`src/design/irq_agg_pkg.sv`:
```
package irq_agg_pkg;

    // sizes of the aggregator
    localparam int NUM_SOURCES = 32;
    localparam int NUM_CHANNELS = 4;
    localparam int GROUP_SIZE = 4;
    localparam int DATA_W = 32;
    localparam int ADDR_W = 8;
    localparam int BE_W = 4;

    // register byte offsets
    localparam logic [ADDR_W-1:0] OFS_ENABLE = 8'h60;
    localparam logic [ADDR_W-1:0] OFS_LATCHED = 8'h64;
    localparam logic [ADDR_W-1:0] OFS_TRIG_TYPE = 8'h68;
    localparam logic [ADDR_W-1:0] OFS_POLARITY = 8'h6c;
    localparam logic [ADDR_W-1:0] OFS_CLEAR = 8'h70;
    localparam logic [ADDR_W-1:0] OFS_LEVEL = 8'h74;
    localparam logic [ADDR_W-1:0] OFS_PENDING = 8'h78;

    // source numbering: first half cable and almost flags, second half fifo flags
    localparam int SRC_A_BASE = 0;
    localparam int SRC_B_BASE = 16;
    localparam int POS_ENVELOPE = 0;
    localparam int POS_TX_ALMOST_EMPTY = 1;
    localparam int POS_RX_ALMOST_FULL = 2;
    localparam int POS_SPARE = 3;
    localparam int POS_TX_EMPTY = 0;
    localparam int POS_TX_FULL = 1;
    localparam int POS_RX_EMPTY = 2;
    localparam int POS_RX_FULL = 3;

    // reset values and fixed read values
    localparam logic [DATA_W-1:0] RST_ENABLE = 32'h0000_0000;
    localparam logic [DATA_W-1:0] RST_LATCHED = 32'h0000_0000;
    localparam logic [DATA_W-1:0] RST_POLARITY = 32'h0000_0000;
    localparam logic [DATA_W-1:0] RST_READDATA = 32'h0000_0000;
    localparam logic [DATA_W-1:0] TRIG_TYPE_VALUE = 32'hffff_ffff;
    localparam logic POL_RISING = 1'b0;

    // fifo flags of one channel, all active high
    typedef struct packed {
        logic tx_empty;
        logic tx_full;
        logic rx_empty;
        logic rx_full;
        logic tx_almost_empty;
        logic rx_almost_full;
    } chan_flags_t;

    // one avalon request as seen by the slave
    typedef struct packed {
        logic read;
        logic write;
        logic [ADDR_W-1:0] address;
        logic [DATA_W-1:0] writedata;
        logic [BE_W-1:0] byteenable;
    } av_req_t;

    // bus slave handshake states, one-hot
    typedef enum logic [1:0] {
        BUS_IDLE = 2'b01,
        BUS_ACK = 2'b10
    } bus_state_t;

endpackage

```
`src/design/pin_level_sync.sv`:
```
module pin_level_sync import irq_agg_pkg::*; #(
    parameter int WIDTH = 8
) (
    input wire logic clk,
    input wire logic rst,
    input wire logic [WIDTH-1:0] pin_in,
    output logic [WIDTH-1:0] level_out
);

    typedef struct packed {
        logic [WIDTH-1:0] s1;
        logic [WIDTH-1:0] s2;
        logic [WIDTH-1:0] s3;
        logic [WIDTH-1:0] stable;
    } sync_state_t;

    sync_state_t state_reg;
    sync_state_t state_next;
    logic [WIDTH-1:0] agree;

    // a change counts only once stages two and three agree
    genvar b;
    generate
        for (b = 0; b < WIDTH; b++) begin : g_bit
            assign agree[b] = ~(state_reg.s2[b] ^ state_reg.s3[b]);
        end
    endgenerate

    always_comb begin
        state_next = state_reg;
        state_next.s1 = pin_in;
        state_next.s2 = state_reg.s1;
        state_next.s3 = state_reg.s2;
        state_next.stable = (agree & state_reg.s3) | (~agree & state_reg.stable);
    end

    always_ff @(posedge clk) begin
        if (rst) begin
            state_reg <= '0;
        end else begin
            state_reg <= state_next;
        end
    end

    assign level_out = state_reg.stable;

endmodule

```
`src/design/edge_event_detect.sv`:
```
module edge_event_detect import irq_agg_pkg::*; #(
    parameter int WIDTH = 32
) (
    input wire logic clk,
    input wire logic rst,
    input wire logic [WIDTH-1:0] level,
    input wire logic [WIDTH-1:0] polarity,
    output logic [WIDTH-1:0] event_pulse
);

    typedef struct packed {
        logic primed;
        logic [WIDTH-1:0] prev;
        logic [WIDTH-1:0] evt;
    } edge_state_t;

    edge_state_t state_reg;
    edge_state_t state_next;
    logic [WIDTH-1:0] hit;

    // rising when polarity is zero, falling when one; levels never fire
    genvar b;
    generate
        for (b = 0; b < WIDTH; b++) begin : g_bit
            assign hit[b] = (polarity[b] == POL_RISING) ? (~state_reg.prev[b] & level[b])
                                                        : (state_reg.prev[b] & ~level[b]);
        end
    endgenerate

    // first cycle after reset only loads the history, so flags true at reset do not fire
    always_comb begin
        state_next = state_reg;
        state_next.primed = 1'b1;
        state_next.prev = level;
        state_next.evt = state_reg.primed ? hit : '0;
    end

    always_ff @(posedge clk) begin
        if (rst) begin
            state_reg <= '0;
        end else begin
            state_reg <= state_next;
        end
    end

    assign event_pulse = state_reg.evt;

endmodule

```
`src/design/quad_channel_irq_aggregator.sv`:
```
// Function
// - thirty-two sources, each enabled on its own
// - sources 0-15: envelope, tx almost-empty, rx almost-full, spare
// - sources 16-31: tx empty, tx full, rx empty, rx full
// - bit n of every register is source n
// - detection on edges only, never on level
// - polarity register picks rising or falling per source
// - all sources merge into one request output
// - enable one allows, zero blocks the source
// - latched bit reads one after the chosen edge
// - latched bit holds until software writes one
// - clearing enable also clears the latched bit
// - clearing disabled or idle source changes nothing
// - trigger type register reads all sources edge
module quad_channel_irq_aggregator import irq_agg_pkg::*; #(
    parameter int CHANNELS = NUM_CHANNELS
) (
    input wire logic clk,
    input wire logic rst,
    input wire logic [ADDR_W-1:0] avs_address,
    input wire logic avs_read,
    input wire logic avs_write,
    input wire logic [DATA_W-1:0] avs_writedata,
    input wire logic [BE_W-1:0] avs_byteenable,
    output logic [DATA_W-1:0] avs_readdata,
    output logic avs_waitrequest,
    input wire chan_flags_t [CHANNELS-1:0] chan_flags,
    input wire logic [CHANNELS-1:0] receive_envelope_input,
    input wire logic [CHANNELS-1:0] receive_spare_input,
    output logic irq_request
);

    // all state of the aggregator
    typedef struct packed {
        bus_state_t bus_state;
        logic waitrequest;
        logic [DATA_W-1:0] readdata;
        logic [DATA_W-1:0] enable;
        logic [DATA_W-1:0] latched;
        logic [DATA_W-1:0] polarity;
        logic irq;
    } agg_state_t;

    agg_state_t state_reg;
    agg_state_t state_next;

    av_req_t req;
    logic [CHANNELS-1:0] envelope_level;
    logic [CHANNELS-1:0] spare_level;
    logic [NUM_SOURCES-1:0] src_level;
    logic [NUM_SOURCES-1:0] src_event;
    logic [DATA_W-1:0] wr_mask;
    logic [DATA_W-1:0] clear_bits;
    logic [DATA_W-1:0] pending;
    logic access_now;
    logic wr_enable;
    logic wr_polarity;
    logic wr_clear;

    // gather the bus signals into one request
    always_comb begin
        req.read = avs_read;
        req.write = avs_write;
        req.address = avs_address;
        req.writedata = avs_writedata;
        req.byteenable = avs_byteenable;
    end

    // cable inputs arrive from the pins and need synchronising
    pin_level_sync #(
        .WIDTH(2 * CHANNELS)
    ) u_pin_sync (
        .clk(clk),
        .rst(rst),
        .pin_in({receive_spare_input, receive_envelope_input}),
        .level_out({spare_level, envelope_level})
    );

    // map each channel onto its two groups of four sources
    genvar ch;
    generate
        for (ch = 0; ch < CHANNELS; ch++) begin : g_chan
            assign src_level[SRC_A_BASE + GROUP_SIZE * ch + POS_ENVELOPE] = envelope_level[ch];
            assign src_level[SRC_A_BASE + GROUP_SIZE * ch + POS_TX_ALMOST_EMPTY] =
                chan_flags[ch].tx_almost_empty;
            assign src_level[SRC_A_BASE + GROUP_SIZE * ch + POS_RX_ALMOST_FULL] =
                chan_flags[ch].rx_almost_full;
            assign src_level[SRC_A_BASE + GROUP_SIZE * ch + POS_SPARE] = spare_level[ch];
            assign src_level[SRC_B_BASE + GROUP_SIZE * ch + POS_TX_EMPTY] = chan_flags[ch].tx_empty;
            assign src_level[SRC_B_BASE + GROUP_SIZE * ch + POS_TX_FULL] = chan_flags[ch].tx_full;
            assign src_level[SRC_B_BASE + GROUP_SIZE * ch + POS_RX_EMPTY] = chan_flags[ch].rx_empty;
            assign src_level[SRC_B_BASE + GROUP_SIZE * ch + POS_RX_FULL] = chan_flags[ch].rx_full;
        end
    endgenerate

    // one edge detector per source, polarity taken from software
    edge_event_detect #(
        .WIDTH(NUM_SOURCES)
    ) u_edge (
        .clk(clk),
        .rst(rst),
        .level(src_level),
        .polarity(state_reg.polarity),
        .event_pulse(src_event)
    );

    // byte lanes turn into a bit mask for partial writes
    genvar lane;
    generate
        for (lane = 0; lane < BE_W; lane++) begin : g_lane
            assign wr_mask[8 * lane +: 8] = {8{req.byteenable[lane]}};
        end
    endgenerate

    // a write lands only at the edge where waitrequest is seen low
    assign access_now = (state_reg.bus_state == BUS_ACK);
    assign wr_enable = access_now & req.write & (req.address[ADDR_W-1:2] == OFS_ENABLE[ADDR_W-1:2]);
    assign wr_polarity = access_now & req.write & (req.address[ADDR_W-1:2] == OFS_POLARITY[ADDR_W-1:2]);
    assign wr_clear = access_now & req.write &
                      ((req.address[ADDR_W-1:2] == OFS_LATCHED[ADDR_W-1:2]) |
                       (req.address[ADDR_W-1:2] == OFS_CLEAR[ADDR_W-1:2]));

    // only ones clear; zeros and masked lanes leave bits alone
    assign clear_bits = wr_clear ? (req.writedata & wr_mask) : '0;

    // only enabled latched bits count toward the request
    assign pending = state_reg.latched & state_reg.enable;

    // read multiplexer: unmapped offsets read zero
    function automatic logic [DATA_W-1:0] read_value(
        input logic [ADDR_W-1:0] addr,
        input agg_state_t s,
        input logic [NUM_SOURCES-1:0] lvl,
        input logic [DATA_W-1:0] pnd
    );
        logic [DATA_W-1:0] val;
        val = RST_READDATA;
        case (addr[ADDR_W-1:2])
            OFS_ENABLE[ADDR_W-1:2]: val = s.enable;
            OFS_LATCHED[ADDR_W-1:2]: val = s.latched;
            OFS_TRIG_TYPE[ADDR_W-1:2]: val = TRIG_TYPE_VALUE;
            OFS_POLARITY[ADDR_W-1:2]: val = s.polarity;
            OFS_LEVEL[ADDR_W-1:2]: val = lvl;
            OFS_PENDING[ADDR_W-1:2]: val = pnd;
            default: val = RST_READDATA;
        endcase
        return val;
    endfunction

    // bus handshake, register updates and request, in one pass
    always_comb begin
        state_next = state_reg;

        // one wait cycle, then a single acknowledge cycle
        case (state_reg.bus_state)
            BUS_IDLE: begin
                if (req.read | req.write) begin
                    state_next.bus_state = BUS_ACK;
                    state_next.waitrequest = 1'b0;
                    state_next.readdata = req.read ? read_value(req.address, state_reg, src_level, pending)
                                                   : RST_READDATA;
                end else begin
                    state_next.waitrequest = 1'b1;
                end
            end
            BUS_ACK: begin
                // the master drops or renews its request after this edge
                state_next.bus_state = BUS_IDLE;
                state_next.waitrequest = 1'b1;
            end
            default: begin
                state_next.bus_state = BUS_IDLE;
                state_next.waitrequest = 1'b1;
            end
        endcase

        // enable and polarity are plain read-write words
        if (wr_enable) begin
            state_next.enable = (state_reg.enable & ~wr_mask) | (req.writedata & wr_mask);
        end
        if (wr_polarity) begin
            state_next.polarity = (state_reg.polarity & ~wr_mask) | (req.writedata & wr_mask);
        end

        // a new edge beats a clear in the same cycle; only enabled sources latch
        state_next.latched = (state_reg.latched & ~clear_bits) | (src_event & state_reg.enable);

        // dropping an enable wipes the latch, so a clear on it finds nothing to do
        state_next.latched = state_next.latched & state_next.enable;

        // registered so the pin comes straight from a flop
        state_next.irq = |(state_next.latched & state_next.enable);
    end

    // reset puts the slave in wait and every source disabled, rising edge
    always_ff @(posedge clk) begin
        if (rst) begin
            state_reg.bus_state <= BUS_IDLE;
            state_reg.waitrequest <= 1'b1;
            state_reg.readdata <= RST_READDATA;
            state_reg.enable <= RST_ENABLE;
            state_reg.latched <= RST_LATCHED;
            state_reg.polarity <= RST_POLARITY;
            state_reg.irq <= 1'b0;
        end else begin
            state_reg <= state_next;
        end
    end

    // outputs straight from state flops
    assign avs_readdata = state_reg.readdata;
    assign avs_waitrequest = state_reg.waitrequest;
    assign irq_request = state_reg.irq;

endmodule

```
`config.mk`:
```
export PLATFORM = sky130hd
export DESIGN_NAME = quad_channel_irq_aggregator
export DESIGN_NICKNAME = d
export VERILOG_FILES = /design/src/design/irq_agg_pkg.sv /design/src/design/pin_level_sync.sv /design/src/design/edge_event_detect.sv /design/src/design/quad_channel_irq_aggregator.sv
export SDC_FILE = /design/constraint.sdc
export NUM_CORES = 1
export LEC_CHECK = 0
export BUFFER_PORTS_ARGS = -buffer_cell sky130_fd_sc_hd__buf_4
export CORE_MARGIN = 5
export CORE_UTILIZATION = 53
export DETAILED_ROUTE_END_ITERATION = 8
export PLACE_DENSITY = 0.76
export SYNTH_ARGS = -nofsm -noshare
export SYNTH_HDL_FRONTEND = slang
export SYNTH_SLANG_ARGS = --single-unit
```
`constraint.sdc`:
```
create_clock -name clk -period 1.99 [get_ports clk]
set_input_delay 0.199 -clock clk [delete_from_list [all_inputs] [get_ports clk]]
set_output_delay 0.199 -clock clk [all_outputs]
set_load 0.01 [all_outputs]
```
==> reports/qor.csv <==
stage;metric;value;unit
critical_path;worst-path-stages;9;
grt;antenna_found_initial;0;
timing;finalSetupViolations;1;
clock_network;cts-root-buf;clkbuf_16;
critical_path;r2r-start;state_reg[130]$_SDFFE_PP1N_;
critical_path;crit_required;2370;ps
critical_path;critPathTopFamily;simple AND/OR/NAND/NOR gates;
floorplan;die_w;146;um
synthesis;ys_types;40;
timing;period_needed;2110;ps
synthesis;synth.avg_cell_area;9.25;sq um
grt;gr-total-overflow;0;
run_status;status;finished, violations left;
min_path;hold_class;in2reg;
critical_path;crit_slowest_cell;dfxtp_1;
synthesis;yosysTopAreaCellShare;0.465;
critical_path;crit_top_cell;buf_6;
placed_design;portBuffers;111;
timing;slew_viol_final;0;
critical_path;endpoint;irq_request$_SDFF_PP0_;
cells_and_area;post-route-util;0.703;
floorplan;die_h;146;um
power;p_leak;5.30;nW
placed_design;gp_congestion;0.872;
critical_path;ff2ff_setup_slack;-120;ps
synthesis;synthesis.area;9850;sq um
critical_path;cp_max_fo;7;
grt;grt_pass1_vias;8535;
floorplan;fp.dieArea;21400;sq um
cells_and_area;antennaDiodeCount;0;
clock_network;clock_path_buffers;3;
critical_path;rr_worst_depth;9;
clock_network;clock_latency;520;ps
placed_design;dp.final_hpwl;18.0;mm
critical_path;arrival;2490;ps
synthesis;synth_area_leaders;dfxtp_1 (47%), mux2i_1 (6.5%), a21oi_1 (5.6%), nor2_1 (5.5%), nor2b_1 (3.6%);
grt;grt_max_degree;103;
floorplan;core_area;18100;sq um
timing;relSlewSlack;0.658;
floorplan;num_io_pins;114;
drt;dr.pass1.iters;5;
timing;final.setup.worst_slack;-122;ps
critical_path;path_class;reg2reg;
drt;drt-wirelength-per-cell;18.3;um
clock_network;clk_pin_slew;60;ps
job;max_cap_violations;0;
critical_path;critPathLaunch;state_reg[130]$_SDFFE_PP1N_;
cells_and_area;layout-drive-gt1-share;0.226;
drt;drt_iter0_drc;731;
clock_network;cts_buffers;24;
clock_network;cts_tree;yes;
critical_path;crit_buf_inv;2;
synthesis;seq_area_frac_synth;0.465;
timing;hold_violations;0;
floorplan;start_util;0.543;
critical_path;critical-path-max-stage-delay;310;ps
critical_path;crit_chain;nand3b_1, buf_6, nor4_4, buf_6, a21boi_0, o221ai_1, nand3_1, nor3_2, a31oi_1;
timing;worst_pin_slew;513;ps
drt;wl;27.3;mm
grt;grt_pass1_wl;44.0;mm
power;p_total;9.81;mW
cells_and_area;final_nets;1329;
timing;fmax;474;MHz
placed_design;place_ws;-170;ps
drt;vias;8796;
synthesis;ys.warnings.count;0;
timing;rsz0062_at_grt;yes;
grt;grt.total_usage;0.247;
drt;postRouteAntennaNets;0;
critical_path;timing.rr.end;irq_request$_SDFF_PP0_;
run_status;violations;negative setup slack;
clock_network;cts_max_level;1;
clock_network;clock_sinks;229;
power;peakVddDrop;0.724;mV
critical_path;critPathCaptureType;flip-flop;
floorplan;rows;49;
power;powerDensity;769;nW/um^2
drt;drc;0;
synthesis;synth-seq-cells;229;
synthesis;postSynthCellCount;1065;
critical_path;start_kind;flip-flop;
timing;fin_hold_ws;18.2;ps
synthesis;synth.net_count;1145;
cells_and_area;area_growth_syn_to_layout;29.5;%
timing;setup_tns;-122;ps
timing;fin_crit_sh;1.06;
synthesis;yosysTopAreaCell;dfxtp_1;
drt;viasPerCell;5.88;
timing;finClkSkew;9.87;ps
==> layer usage <==
metal	up-vias	track usage	wire length, um
met5	-	0	0
met4	0	0.0847	812
met3	58	0.0390	1440
met2	299	0.417	13200
met1	4242	0.323	11800
li1	4197	-	-
==> final cells by class <==
class	count	area, sq um
Fill cell	1376	5390
Inverter	2	7.51
Timing Repair Buffer	249	2160
Multi-Input combinational cell	743	4920
Clock buffer	37	761
Sequential cell	229	4580
Clock inverter	6	37.5
Tap cell	229	287
==> cell usage in the layout, fill, tap and decap left out, drive strengths merged <==
| cell type | count |
|---|---|
| a21boi | 32 |
| a21o | 32 |
| a21oi | 111 |
| a221oi | 29 |
| a222oi | 7 |
| a22o | 29 |
| a22oi | 8 |
| a31oi | 5 |
| and2 | 8 |
| and3 | 1 |
| buf | 185 |
| clkbuf | 37 |
| clkinv | 3 |
| clkinvlp | 3 |
| dfxtp | 229 |
| dlygate4sd3 | 64 |
| inv | 2 |
| mux2i | 64 |
| nand2 | 28 |
| nand2b | 38 |
| nand3 | 8 |
| nand3b | 27 |
| nand4 | 3 |
| nand4b | 1 |
| nor2 | 144 |
| nor2b | 57 |
| nor3 | 35 |
| nor3b | 2 |
| nor4 | 7 |
| o21ai | 9 |
| o221ai | 32 |
| or3b | 25 |
| xnor2 | 1 |
==> logic make-up after synthesis <==
| logic type | count (synthesis) | share of synthesized area |
|---|---|---|
| AOI/OAI and AO/OA | 294 | 0.206 |
| xor gates and xnor gates | 1 | 0.00165 |
| buffers and inverters | 93 | 0.0500 |
| DFF | 229 | 0.465 |
| muxes | 64 | 0.0650 |
| and+or+nand+nor | 384 | 0.212 |
==> worst min path at each step <==
stage                      startpoint                              endpoint  slack [ps]  cells after the start
6_report            avs_writedata[17]              state_reg[82]$_SDFF_PP0_          20                      3
5_1_grt             avs_writedata[17]                             flip-flop          20                      3
4_1_cts             avs_writedata[17]              state_reg[82]$_SDFF_PP0_           5                      3
3_5_place_dp   receive_spare_input[3]  u_pin_sync.state_next[23]$_SDFF_PP0_         410                      2
2_1_floorplan                     rst          u_edge.state_reg[64]$_DFF_P_         300                      1
3_3_place_gp   receive_spare_input[2]  u_pin_sync.state_next[22]$_SDFF_PP0_         410                      2
==> worst reg2reg max path, delay by kind of cell (launching register included) <==
| family | cells | cell delay (ps) |
|---|---|---|
| AO/OA/AOI/OAI | 3 | 520 |
| buffers and inverters | 2 | 340 |
| flip-flops | 1 | 310 |
| AND/OR/NAND/NOR | 4 | 790 |
==> Yosys cell counts <==
master / number
dfxtp_1: 229
nor2_1: 144
a21oi_1: 111
mux2i_1: 64
nor2b_1: 57
clkbuf_1: 45
nand2b_1: 38
nor3_1: 35
buf_4: 34
a21o_1: 32
o221ai_1: 32
a21boi_0: 30
a221oi_1: 29
a22o_1: 29
nand2_1: 28
nand3b_1: 26
or3b_2: 25
a22oi_1: 8
o21ai_0: 8
a222oi_1: 7
buf_2: 7
and2_1: 6
a31oi_1: 5
buf_1: 4
nand3_1: 4
nand3_2: 4
nand4_1: 3
nor4_1: 3
nor4_2: 3
a21boi_1: 2
and2_0: 2
inv_1: 2
nor3b_1: 2
and3_1: 1
buf_6: 1
nand3b_4: 1
nand4b_1: 1
nor4_4: 1
o21ai_1: 1
xnor2_2: 1
==> repair_timing <==
action	in CTS	in global routing
setup buffers	5	1
hold endpoints to repair	95	0
pin swaps	38	8
gates cloned	0	0
hold buffers	64	0
gates resized for setup	41	4
endpoints found under the setup margin	1	1
==> power breakdown <==
group,switching [mW],internal (mW),leakage (nW)
registers,0.0413,4.66,1.86
clock network,1.78,2.62,0.389
logic,0.373,0.331,3.05
==> per-stage QoR <==
| step | cells | cell area (sq um) |
|---|---|---|
| after floorplan | 1065 | 9850 |
| after global placement | 1382 | 11100 |
| after detailed placement | 1382 | 11100 |
| after CTS | 1494 | 12700 |
| after global routing | 1495 | 12800 |
| final | 1495 | 12800 |
No activity file was read; power rests on OpenSTA's default activity.
